`config.mk`:
```
export PLATFORM = sky130hd
export DESIGN_NAME = dtc_debug_core
export DESIGN_NICKNAME = d
export VERILOG_FILES = /design/src/pkg/dtc_pkg.sv /design/src/pkg/dtc_trig_if.sv /design/src/hdl/dtc_trigger_input_pin.sv /design/src/hdl/dtc_debug_core.sv
export SDC_FILE = /design/constraint.sdc
export NUM_CORES = 1
export LEC_CHECK = 0
export BUFFER_PORTS_ARGS = -buffer_cell sky130_fd_sc_hd__buf_2
export CAP_MARGIN = 10
export CORE_MARGIN = 2
export CORE_UTILIZATION = 30
export DETAILED_ROUTE_END_ITERATION = 7
export GPL_TIMING_DRIVEN = 0
export HOLD_SLACK_MARGIN = 0.08
export MAX_ROUTING_LAYER = met4
export PLACE_DENSITY = 0.57
export SLEW_MARGIN = 30
export SYNTH_ARGS = -nofsm -noshare
export SYNTH_HDL_FRONTEND = slang
export SYNTH_SLANG_ARGS = --single-unit
export TNS_END_PERCENT = 1
```
`constraint.sdc`:
```
create_clock -name clock -period 15.87 [get_ports clock]
set_input_delay 0.7935 -clock clock [delete_from_list [all_inputs] [get_ports clock]]
set_output_delay 0.7935 -clock clock [all_outputs]
set_load 0.02 [all_outputs]
```
`src/pkg/dtc_pkg.sv`:
```
package dtc_pkg;

  // ----------------------------------------------------------------
  // register map (byte addresses, one aligned word each)
  // ----------------------------------------------------------------
  localparam logic [11:0] CTRL_OFFSET = 12'h000;
  localparam logic [11:0] STATUS_OFFSET = 12'h004;
  localparam logic [11:0] COUNT_OFFSET = 12'h008;
  localparam logic [11:0] PREV_ADDR_OFFSET = 12'h00C;
  localparam logic [11:0] STACK_SEL_OFFSET = 12'h010;
  localparam logic [11:0] STACK_DATA_OFFSET = 12'h014;
  localparam logic [11:0] FORCE_OFFSET = 12'h018;
  localparam logic [11:0] BG_ADDR_OFFSET = 12'h01C;
  localparam logic [11:0] BG_DATA_OFFSET = 12'h020;
  localparam logic [11:0] BP_ACTION_OFFSET = 12'h024;

  // ----------------------------------------------------------------
  // control fields
  // ----------------------------------------------------------------
  localparam int CTRL_SW_EN = 0;
  localparam int CTRL_IN_POL = 1;
  localparam int CTRL_FILT_EN = 2;
  localparam int CTRL_TRACE_EN = 3;
  localparam int CTRL_IN_HALT = 4;
  localparam int CTRL_IN_TOUT = 5;
  localparam int CTRL_OUT_POL = 6;
  localparam int CTRL_ONE_SHOT = 7;
  localparam int CTRL_SW_CLR = 8;
  localparam int CTRL_IN_COND = 9;
  localparam logic [9:0] CTRL_RESET = 10'h000;

  // breakpoint action fields: [0] halt, [1] trigger out, per source
  localparam int BPA_LINE = 0;
  localparam int BPA_DATA = 2;
  localparam int BPA_EVENT = 4;
  localparam logic [5:0] BPA_RESET = 6'h01;

  // ----------------------------------------------------------------
  // timing
  // ----------------------------------------------------------------
  localparam int CLK_PERIOD_NS = 10;
  localparam int ONE_SHOT_NS = 1000;
  localparam int ONE_SHOT_CYCLES = ONE_SHOT_NS / CLK_PERIOD_NS;
  localparam int FILTER_CYCLES = 4;
  localparam int SW_BP_COST = 2;

  typedef enum logic [1:0] {
    BG_IDLE = 2'b00,
    BG_WAIT = 2'b01,
    BG_DONE = 2'b11
  } dtc_bg_state_t;

endpackage : dtc_pkg

```
`src/pkg/dtc_trig_if.sv`:
```
`timescale 1ns/1ps
interface dtc_trig_if;
  logic pinIn;
  logic polNeg;
  logic filtEn;
  logic pulse;
  modport owner (output pinIn, output polNeg, output filtEn, input pulse);
  modport detect (input pinIn, input polNeg, input filtEn, output pulse);
endinterface : dtc_trig_if

```
`src/hdl/dtc_trigger_input_pin.sv`:
```
`timescale 1ns/1ps
module dtc_trigger_input_pin
  import dtc_pkg::*;
#(
  parameter int FILTER_LEN = FILTER_CYCLES
) (
  input wire logic clock,
  input wire logic rst,
  input wire logic clkEn,
  dtc_trig_if.detect trig
);
  typedef struct packed {
    logic syncA;
    logic syncB;
    logic level;
    logic levelDly;
    logic [7:0] stable;
  } dtc_tin_t;

  dtc_tin_t st_reg, st_next;
  logic active;

  always_comb begin
    st_next = st_reg;
    // second flop feeds everything downstream
    st_next.syncA = trig.pinIn;
    st_next.syncB = st_reg.syncA;
    active = st_reg.syncB ^ trig.polNeg;
    if (!trig.filtEn) begin
      st_next.level = active;
      st_next.stable = 8'h00;
    end else if (active == st_reg.level) begin
      st_next.stable = 8'h00;
    end else if (st_reg.stable >= 8'(FILTER_LEN - 1)) begin
      // short glitches never reach this count
      st_next.level = active;
      st_next.stable = 8'h00;
    end else begin
      st_next.stable = st_reg.stable + 8'h01;
    end
    st_next.levelDly = st_reg.level;
  end

  assign trig.pulse = st_reg.level & ~st_reg.levelDly;

  always_ff @(posedge clock or posedge rst) begin
    if (rst) begin
      st_reg <= '0;
    end else if (clkEn) begin
      st_reg <= st_next;
    end
  end
endmodule : dtc_trigger_input_pin

```
`src/hdl/dtc_debug_core.sv`:
```
`timescale 1ns/1ps
// What this block does
// 32-bit stopwatch counts executed instruction cycles while running.
// counts machine cycles, so multi-cycle instructions add several counts.
// enabling stopwatch takes two breakpoint comparators from general use.
// trigger input pulse may raise condition, halt, and/or emit trigger out.
// trigger input polarity selects positive or negative going pulse.
// optional filter rejects short noise on trigger input.
// trace trigger enabled marks a trace capture on input pulse.
// event breakpoint on trigger input halts the program.
// line, data/address or event breakpoint hits emit trigger out.
// each breakpoint can emit trigger out without halting.
// trigger output polarity selects pulse direction from idle level.
// one-shot mode gives fixed-width output pulses.
// without one-shot, output lasts as long as its cause.
// host force command emits one trigger output pulse.
// return stack readable by level on halt, first level is zero.
// keep previous instruction address for caller identification.
// previous address shows whether a skip instruction skipped.
// after out-of-bounds halt, previous address holds wild branch.
// background port reads and writes memory while running or sleeping.
// breakpoints reconfigurable at run time without halting.
// event breakpoint action halts, triggers out, or both.
// trigger input passes two synchronising flops before edge detection.
module dtc_debug_core
  import dtc_pkg::*;
#(
  parameter int COUNT_W = 32,
  parameter int ADDR_W = 15,
  parameter int STACK_DEPTH = 16,
  parameter int BP_TOTAL = 4,
  parameter int ONE_SHOT_LEN = ONE_SHOT_CYCLES
) (
  input wire logic clock,
  input wire logic rst,
  input wire logic clkEn,
  input wire logic psel,
  input wire logic penable,
  input wire logic pwrite,
  input wire logic [11:0] paddr,
  input wire logic [31:0] pwdata,
  output logic [31:0] prdata,
  output logic pready,
  output logic pslverr,
  input wire logic coreRun,
  input wire logic cycleDone,
  input wire logic instrRetire,
  input wire logic [ADDR_W-1:0] instrAddr,
  input wire logic coreHalted,
  input wire logic [ADDR_W-1:0] stackData,
  input wire logic lineHit,
  input wire logic dataHit,
  input wire logic eventHit,
  input wire logic eventOnTrigIn,
  input wire logic trigger_input_pin,
  output logic trigger_output_pin,
  output logic haltReq,
  output logic traceMark,
  output logic trigCondition,
  output logic [3:0] stackLevel,
  output logic [3:0] bpAvailable,
  output logic bgReq,
  output logic bgWrite,
  output logic [15:0] bgAddr,
  output logic [7:0] bgWdata,
  input wire logic bgAck,
  input wire logic [7:0] bgRdata
);
  // ----------------------------------------------------------------
  // state
  // ----------------------------------------------------------------
  typedef struct packed {
    logic [9:0] ctrl;
    logic [5:0] bpAct;
    logic [COUNT_W-1:0] count;
    logic [ADDR_W-1:0] curAddr;
    logic [ADDR_W-1:0] prevAddr;
    logic [3:0] stackSel;
    logic [15:0] bgA;
    logic [7:0] bgW;
    logic [7:0] bgR;
    logic bgWr;
    dtc_bg_state_t bgState;
    logic forcePend;
    logic [15:0] shotCnt;
    logic outActive;
    logic halt;
    logic trace;
    logic cond;
    logic [31:0] rdata;
  } dtc_core_t;

  dtc_core_t st_reg, st_next;
  dtc_trig_if trig ();

  logic apbWrite, apbRead, mapped;
  logic inPulse, bpTout, bpHalt, outCause, outLevel;
  logic [31:0] rdMux;

  // ----------------------------------------------------------------
  // trigger input
  // ----------------------------------------------------------------
  assign trig.pinIn = trigger_input_pin;
  assign trig.polNeg = st_reg.ctrl[CTRL_IN_POL];
  assign trig.filtEn = st_reg.ctrl[CTRL_FILT_EN];

  dtc_trigger_input_pin #(.FILTER_LEN(FILTER_CYCLES)) u_trigger_input_pin (
    .clock(clock),
    .rst(rst),
    .clkEn(clkEn),
    .trig(trig)
  );
  assign inPulse = trig.pulse;

  // ----------------------------------------------------------------
  // bus decode
  // ----------------------------------------------------------------
  assign apbWrite = psel & penable & pwrite;
  assign apbRead = psel & penable & ~pwrite;
  always_comb begin
    unique case (paddr)
      CTRL_OFFSET, STATUS_OFFSET, COUNT_OFFSET, PREV_ADDR_OFFSET,
      STACK_SEL_OFFSET, STACK_DATA_OFFSET, FORCE_OFFSET,
      BG_ADDR_OFFSET, BG_DATA_OFFSET, BP_ACTION_OFFSET: mapped = 1'b1;
      default: mapped = 1'b0;
    endcase
  end
  // background accesses stall the bus until the memory side answers
  assign pready = !(psel && penable && paddr == BG_DATA_OFFSET
                    && st_reg.bgState != BG_DONE);
  assign pslverr = psel & penable & ~mapped;

  // ----------------------------------------------------------------
  // breakpoint actions
  // ----------------------------------------------------------------
  // action bits may change while the core runs; no halt needed
  always_comb begin
    bpTout = (lineHit & st_reg.bpAct[BPA_LINE + 1])
           | (dataHit & st_reg.bpAct[BPA_DATA + 1])
           | (eventHit & st_reg.bpAct[BPA_EVENT + 1]);
    bpHalt = (lineHit & st_reg.bpAct[BPA_LINE])
           | (dataHit & st_reg.bpAct[BPA_DATA])
           | (eventHit & st_reg.bpAct[BPA_EVENT]);
  end
  assign outCause = bpTout | (inPulse & st_reg.ctrl[CTRL_IN_TOUT]);

  // ----------------------------------------------------------------
  // register read mux
  // ----------------------------------------------------------------
  // captured at the setup edge, so read data leaves the block from a flop
  always_comb begin
    rdMux = 32'h0000_0000;
    unique case (paddr)
      CTRL_OFFSET: begin
        rdMux = 32'(st_reg.ctrl);
      end
      STATUS_OFFSET: begin
        rdMux = {27'h0, st_reg.bgState == BG_WAIT, st_reg.forcePend,
                 st_reg.outActive, coreHalted, coreRun};
      end
      COUNT_OFFSET: begin
        rdMux = 32'(st_reg.count);
      end
      PREV_ADDR_OFFSET: begin
        rdMux = 32'(st_reg.prevAddr);
      end
      STACK_SEL_OFFSET: begin
        rdMux = 32'(st_reg.stackSel);
      end
      // level 0 is the first entry; only meaningful while halted
      STACK_DATA_OFFSET: begin
        rdMux = coreHalted ? 32'(stackData) : 32'h0000_0000;
      end
      BG_ADDR_OFFSET: begin
        rdMux = 32'(st_reg.bgA);
      end
      BG_DATA_OFFSET: begin
        rdMux = 32'(st_reg.bgR);
      end
      BP_ACTION_OFFSET: begin
        rdMux = 32'(st_reg.bpAct);
      end
      default: begin
        rdMux = 32'h0000_0000;
      end
    endcase
  end

  // ----------------------------------------------------------------
  // next state
  // ----------------------------------------------------------------
  always_comb begin
    st_next = st_reg;
    st_next.halt = 1'b0;
    st_next.trace = 1'b0;
    st_next.cond = 1'b0;
    st_next.ctrl[CTRL_SW_CLR] = 1'b0;

    // --------------------------------------------------------------
    // stopwatch
    // --------------------------------------------------------------
    // stopwatch ticks per machine cycle, not per instruction
    if (st_reg.ctrl[CTRL_SW_CLR]) begin
      st_next.count = '0;
    end else if (st_reg.ctrl[CTRL_SW_EN] && coreRun && cycleDone) begin
      st_next.count = st_reg.count + 1'b1;
    end

    // --------------------------------------------------------------
    // previous instruction address
    // --------------------------------------------------------------
    // previous address only moves on a retired instruction
    if (instrRetire) begin
      st_next.prevAddr = st_reg.curAddr;
      st_next.curAddr = instrAddr;
    end

    // --------------------------------------------------------------
    // trigger input actions
    // --------------------------------------------------------------
    if (inPulse) begin
      st_next.cond = st_reg.ctrl[CTRL_IN_COND];
      st_next.trace = st_reg.ctrl[CTRL_TRACE_EN];
      st_next.halt = st_reg.ctrl[CTRL_IN_HALT] | eventOnTrigIn;
    end
    // --------------------------------------------------------------
    // breakpoint halt
    // --------------------------------------------------------------
    if (bpHalt) begin
      st_next.halt = 1'b1;
    end

    // --------------------------------------------------------------
    // trigger output pulse
    // --------------------------------------------------------------
    // output pulse: one-shot counter or follow the cause
    if (st_reg.ctrl[CTRL_ONE_SHOT]) begin
      if ((outCause || st_reg.forcePend) && st_reg.shotCnt == 16'h0000) begin
        st_next.shotCnt = 16'(ONE_SHOT_LEN);
        st_next.forcePend = 1'b0;
      end else if (st_reg.shotCnt != 16'h0000) begin
        st_next.shotCnt = st_reg.shotCnt - 16'h0001;
      end
      st_next.outActive = (st_next.shotCnt != 16'h0000);
    end else begin
      // forced pulse is one cycle when the output follows its cause
      st_next.outActive = outCause | st_reg.forcePend;
      st_next.forcePend = 1'b0;
      st_next.shotCnt = 16'h0000;
    end

    // --------------------------------------------------------------
    // background port
    // --------------------------------------------------------------
    unique case (st_reg.bgState)
      BG_IDLE: begin
        if (psel && !penable && paddr == BG_DATA_OFFSET) begin
          st_next.bgWr = pwrite;
          if (pwrite) begin
            st_next.bgW = pwdata[7:0];
          end
          st_next.bgState = BG_WAIT;
        end
      end
      BG_WAIT: begin
        if (bgAck) begin
          st_next.bgR = bgRdata;
          st_next.bgState = BG_DONE;
        end
      end
      BG_DONE: begin
        st_next.bgState = BG_IDLE;
      end
      default: st_next.bgState = BG_IDLE;
    endcase

    // --------------------------------------------------------------
    // register writes
    // --------------------------------------------------------------
    if (apbWrite && mapped) begin
      unique case (paddr)
        CTRL_OFFSET: begin
          st_next.ctrl = pwdata[9:0];
        end
        STACK_SEL_OFFSET: begin
          st_next.stackSel = pwdata[3:0];
        end
        BG_ADDR_OFFSET: begin
          st_next.bgA = pwdata[15:0];
        end
        BP_ACTION_OFFSET: begin
          st_next.bpAct = pwdata[5:0];
        end
        // a new force wins over a one-shot start that clears it in the same cycle
        FORCE_OFFSET: begin
          st_next.forcePend = st_next.forcePend | pwdata[0];
        end
        default: begin
          st_next.ctrl = st_next.ctrl;
        end
      endcase
    end

    // --------------------------------------------------------------
    // register read capture
    // --------------------------------------------------------------
    st_next.rdata = rdMux;
  end

  // ----------------------------------------------------------------
  // outputs
  // ----------------------------------------------------------------
  assign outLevel = st_reg.outActive;
  assign trigger_output_pin = outLevel ^ st_reg.ctrl[CTRL_OUT_POL];
  assign haltReq = st_reg.halt;
  assign traceMark = st_reg.trace;
  assign trigCondition = st_reg.cond;
  assign stackLevel = st_reg.stackSel;
  // two comparators belong to the stopwatch while it is enabled
  assign bpAvailable = st_reg.ctrl[CTRL_SW_EN] ? 4'(BP_TOTAL - SW_BP_COST)
                                               : 4'(BP_TOTAL);

  // ----------------------------------------------------------------
  // background port outputs
  // ----------------------------------------------------------------
  assign bgReq = (st_reg.bgState == BG_WAIT);
  assign bgWrite = st_reg.bgWr;
  assign bgAddr = st_reg.bgA;
  assign bgWdata = st_reg.bgW;

  // ----------------------------------------------------------------
  // register read data
  // ----------------------------------------------------------------
  // background data lands late in the access, so it bypasses the setup capture
  assign prdata = (paddr == BG_DATA_OFFSET) ? 32'(st_reg.bgR) : st_reg.rdata;

  // ----------------------------------------------------------------
  // registers
  // ----------------------------------------------------------------
  always_ff @(posedge clock or posedge rst) begin
    if (rst) begin
      st_reg <= '{ctrl: CTRL_RESET, bpAct: BPA_RESET, bgState: BG_IDLE, default: '0};
    end else if (clkEn) begin
      st_reg <= st_next;
    end
  end
endmodule : dtc_debug_core

```
# Word-level counts from Yosys, hierarchy flattened
# Index checks and enable logic that the tools add are counted.
# word_totals
elab_cells	125
regBits	182
in_bits	98
out_inout_bits	72
# classes
bitwise_logic	23
n_mux	28
n_reduce_logical	30
n_eq_ne	16
order_cmp	1
n_addsub	3
# op_table
op	n
$pmux W32 S9	1
$mux W32	3
$eq A12 B5 Y1 const B	4
$mux W16	3
$add A32 B1 Y32 const B	1
$reduce_bool A16 Y1	2
$mux W15	2
$eq A12 B4 Y1 const B	2
$eq A12 B6 Y1 const B	2
$mux W8	3
$reduce_and A3 Y1	8
$mux W18	1
$logic_not A16 Y1	1
$sub A16 B1 Y16 const B	1
$eq A12 B3 Y1 const B	1
$logic_not A12 Y1	1
$and A1 B1 Y1	11
$reduce_or A10 Y1	1
$logic_and A1 B1 Y1	9
$mux W9	1
$add A8 B1 Y8 const B	1
$ge A8 B2 Y1 const B	1
$mux W1	8
$or A1 B1 Y1	8
other kinds (16)	25

# Depth between registers and ports, before layout
# logic_depth
word_depth	13
ltp_mapped	8
depth_no_buf	7

# Hierarchy
# From an unflattened synthesis, not the netlist that was laid out.
# hier_totals
cells_unflattened	837
hier_area_um2	9043.7
# by_module_without_submodules
module	seq_area_each_um2	area_per_inst_um2	cells_per_inst	n_inst
dtc_debug_core	4255.3	8451.9	791	1
dtc_trigger_input_pin	300.3	591.8	46	1

# Least setup slack after synthesis
# OpenSTA, ideal clock, no wires.
# synth_timing
kind	input to output
start	in paddr[3]
end	out prdata[1]
cell_stages	7
arrival_time_ns	2.175
t_required_ns	15.077
setup_slack_ns	12.901
path_buffers	3
path_cell_list	clkbuf_1 -> nor4b_1 -> and4_1 -> clkbuf_1 -> clkbuf_1 -> nand2_1 -> nand2_1
# synth_via
elab_chain_cells	2
# synth_lines
element	line	source
from (decl)	dtc_debug_core.sv:40	input wire logic [11:0] paddr,
$eq A12 B6 Y1	dtc_debug_core.sv:335	assign prdata = (paddr == BG_DATA_OFFSET) ? 32'(st_reg.bgR) : st_reg.rdata;
$mux W32	dtc_debug_core.sv:335	
to (decl)	dtc_debug_core.sv:42	output logic [31:0] prdata,
# Every way passes these cells.

# Worst setup path after layout
# layout_timing
start	in paddr[9]
end	out prdata[4]
# The elaborated chain is that of the path after synthesis.

==> metrics.cfg <==
[clock_network]
post_cts_resized = 0
clock-sinks = 182
cts_root_buf = clkbuf_16
ctsHtreeMaxLevel = 4
clk_pin_slew_ns = 0.07
clockBufferDepth = 2
hold_buffers = 0
cts_tree = built
postCtsSetupRepairBufs = 0
numCtsBuffers = 17
clk_latency_ns = 0.43

[min_path]
worstHoldPathType = input pin to asynchronous set/reset pin

[cells_and_area]
final_common_cell = dfrtp_1
area_growth_pct = 19.8
final_cell_area_sq_um = 11400
nNetsFinal = 1201
final_cell_mix = 181 x dfrtp_1, 159 x buf_2, 90 x nand2_1
drive_gt1_frac = 0.299
n_antenna_cell = 0
fill_cells = 3196
utilization = 0.363
largest_register_ff_count = 137

[sta]
worst_slack_ns = 11.87
min_period_over_period = 0.252
fmax_mhz = 250
tightest_slew_ns = 0.871
tns_ns = 0
rsz0062_at_grt = no
min_period_ns = 4.00
slew_violations = 0
fin_worst_skew_ns = 0.00830
hold_viol_final = 0
slew_headroom = 0.414
final-setup-viol-count = 0
holdWs_ns = 0.303

[critical_path]
rrSetupSlack_ns = 13.02
critPathLaunchType = input pin
crit_path_start = paddr[9]
rr_worst_depth = 7
path_class = input pin to primary output
end_kind = primary output
r2r-start = st_reg[36]
cp_data_arrival_time_ns = 3.20
r2r_end = st_reg[52]
cp-endpoint = prdata[4]
crit_required_ns = 15.08
path_max_fanout = 10

[synthesis]
seq_area_frac_synth = 0.479
synthCells = 929
netlist_area_sq_um = 9520
synth.distinct_cells = 74
synth_warnings = 0
synth_area_per_cell_sq_um = 10.2
synth_edf_count = 0
async_flop_share = 1.00
synth_seq_cells = 182
synth_area_leader_cell = dfrtp_1
synth_top_flop_cell = dfrtp_1
synth_area_leaders = dfrtp_1 48%, mux2_2 9.1%, nand2_1 3.5%, nor2_1 2.8%, buf_4 2.6%
synth.top_cell.area_share = 0.476

[routing]
via_per_inst = 5.20
dr.pass1.iters = 5
drc = 0
routed_wl_um = 29900
vias = 7876
drt_iter0_drc = 591
wl_per_cell_um = 19.7
ant_nets = 0

[grt]
antenna_found_initial = 0
grt_pass1_vias = 7616
grt_max_degree = 85
grt_pass1_wl_um = 45900
gr-total-overflow = 0
groute.usage.overall = 0.186

[pwr]
leakagePower_nw = 5.14
power_density_nw_per_um2 = 92.3
ir_worst_vdd_mv = 0.0638

[die]
die_area_sq_um = 33200
core_area_sq_um = 31400
die_x_um = 182
rows = 65
initial_utilization = 0.303
fp.dieH_um = 182
ios = 170

[placed_design]
post_dp_cell_area_sq_um = 10800
place.gp.congestion = 0.938
numPortBuffers = 149
place_ws_ns = 11.85
dp_hpwl_um = 22300

[outcome]
status = finished clean

[job]
max_cap_viol_count = 0

## cells by family (layout without fill, tap and decap cells)
group | count (synthesis) | in the layout | share of synthesized area
DFF | 182 | 182 | 0.479
and+or+nand+nor | 339 | 339 | 0.188
xor gates and xnor gates | 28 | 28 | 0.0258
AOI/OAI and AO/OA | 160 | 160 | 0.119
other | 1 | 2 | 0.000394
adders and majority gates | 4 | 4 | 0.00500
buffers and inverters | 113 | 296 | 0.0606
muxes | 102 | 102 | 0.123
## through the flow
| step | power (mW) | std cells |
|---|---|---|
| finish | 1.05 | 1515 |
| global route | 1.10 | 1515 |
| CTS | 1.06 | 1515 |
| detailed placement | 0.651 | 1483 |
| global placement | 0.647 | 1481 |
| floorplan | 0.599 | 930 |
## routing by layer
| metal | wire, um | vias up | track usage |
|---|---|---|---|
| met5 | 0 | - | - |
| met4 | 515 | 0 | 0.0516 |
| met3 | 1470 | 28 | 0.0289 |
| met2 | 13800 | 243 | 0.285 |
| met1 | 14100 | 3914 | 0.258 |
| li1 | - | 3691 | - |
## where the power goes
part	internal (mW)	total, mW	switching, mW
combinational	0.0507	0.122	0.0713
sequential	0.493	0.521	0.0278
clock	0.216	0.410	0.193
## worst max-delay path, cell delays in order
cell and delay, ns:
buf_2 0.11, nor4_2 0.46, and4_1 0.26, clkbuf_1 0.42
clkbuf_1 0.71, nand2_1 0.12, nand2_1 0.14, buf_2 0.19
## how the worst min path moves through the flow
stage | endpoint | slack, ns | cells after the start
finish | st_reg[108] | 0.30 | 2
global placement | st_reg[29] | 0.46 | 1
global route | st_reg[108] | 0.32 | 2
floorplan | st_reg[18] | 0.45 | 1
detailed placement | st_reg[29] | 0.47 | 1
CTS | st_reg[108] | 0.30 | 2
## layout make-up
class | instances | area, sq um | area share
Sequential cell | 182 | 4560 | 0.400
Multi-Input combinational cell | 635 | 4390 | 0.385
Timing Repair Buffer | 151 | 801 | 0.0703
Tap cell | 402 | 503 | 0.0441
Buffer | 86 | 475 | 0.0417
Clock buffer | 21 | 470 | 0.0413
Inverter | 27 | 109 | 0.00955
Clock inverter | 11 | 90.1 | 0.00790
## cell usage after synthesis (6+ instances only)
library cell,instances
dfrtp_1,181
nand2_1,90
mux2_2,77
nor2_1,72
clkbuf_1,40
buf_4,33
a21oi_1,27
o21ai_0,27
inv_1,25
and2_1,24
xnor2_1,23
nand3_1,20
nand4_1,20
o2bb2ai_1,20
nor3_1,18
nor4_1,18
a31oi_1,17
mux2i_1,15
or3_1,13
o22ai_1,12
a22o_1,10
buf_2,10
mux2_4,10
nor2b_1,10
a22oi_1,8
or4_1,7
and3_1,6
nand2b_1,6
nor4b_1,6
No activity file was read; power rests on OpenSTA's default activity.
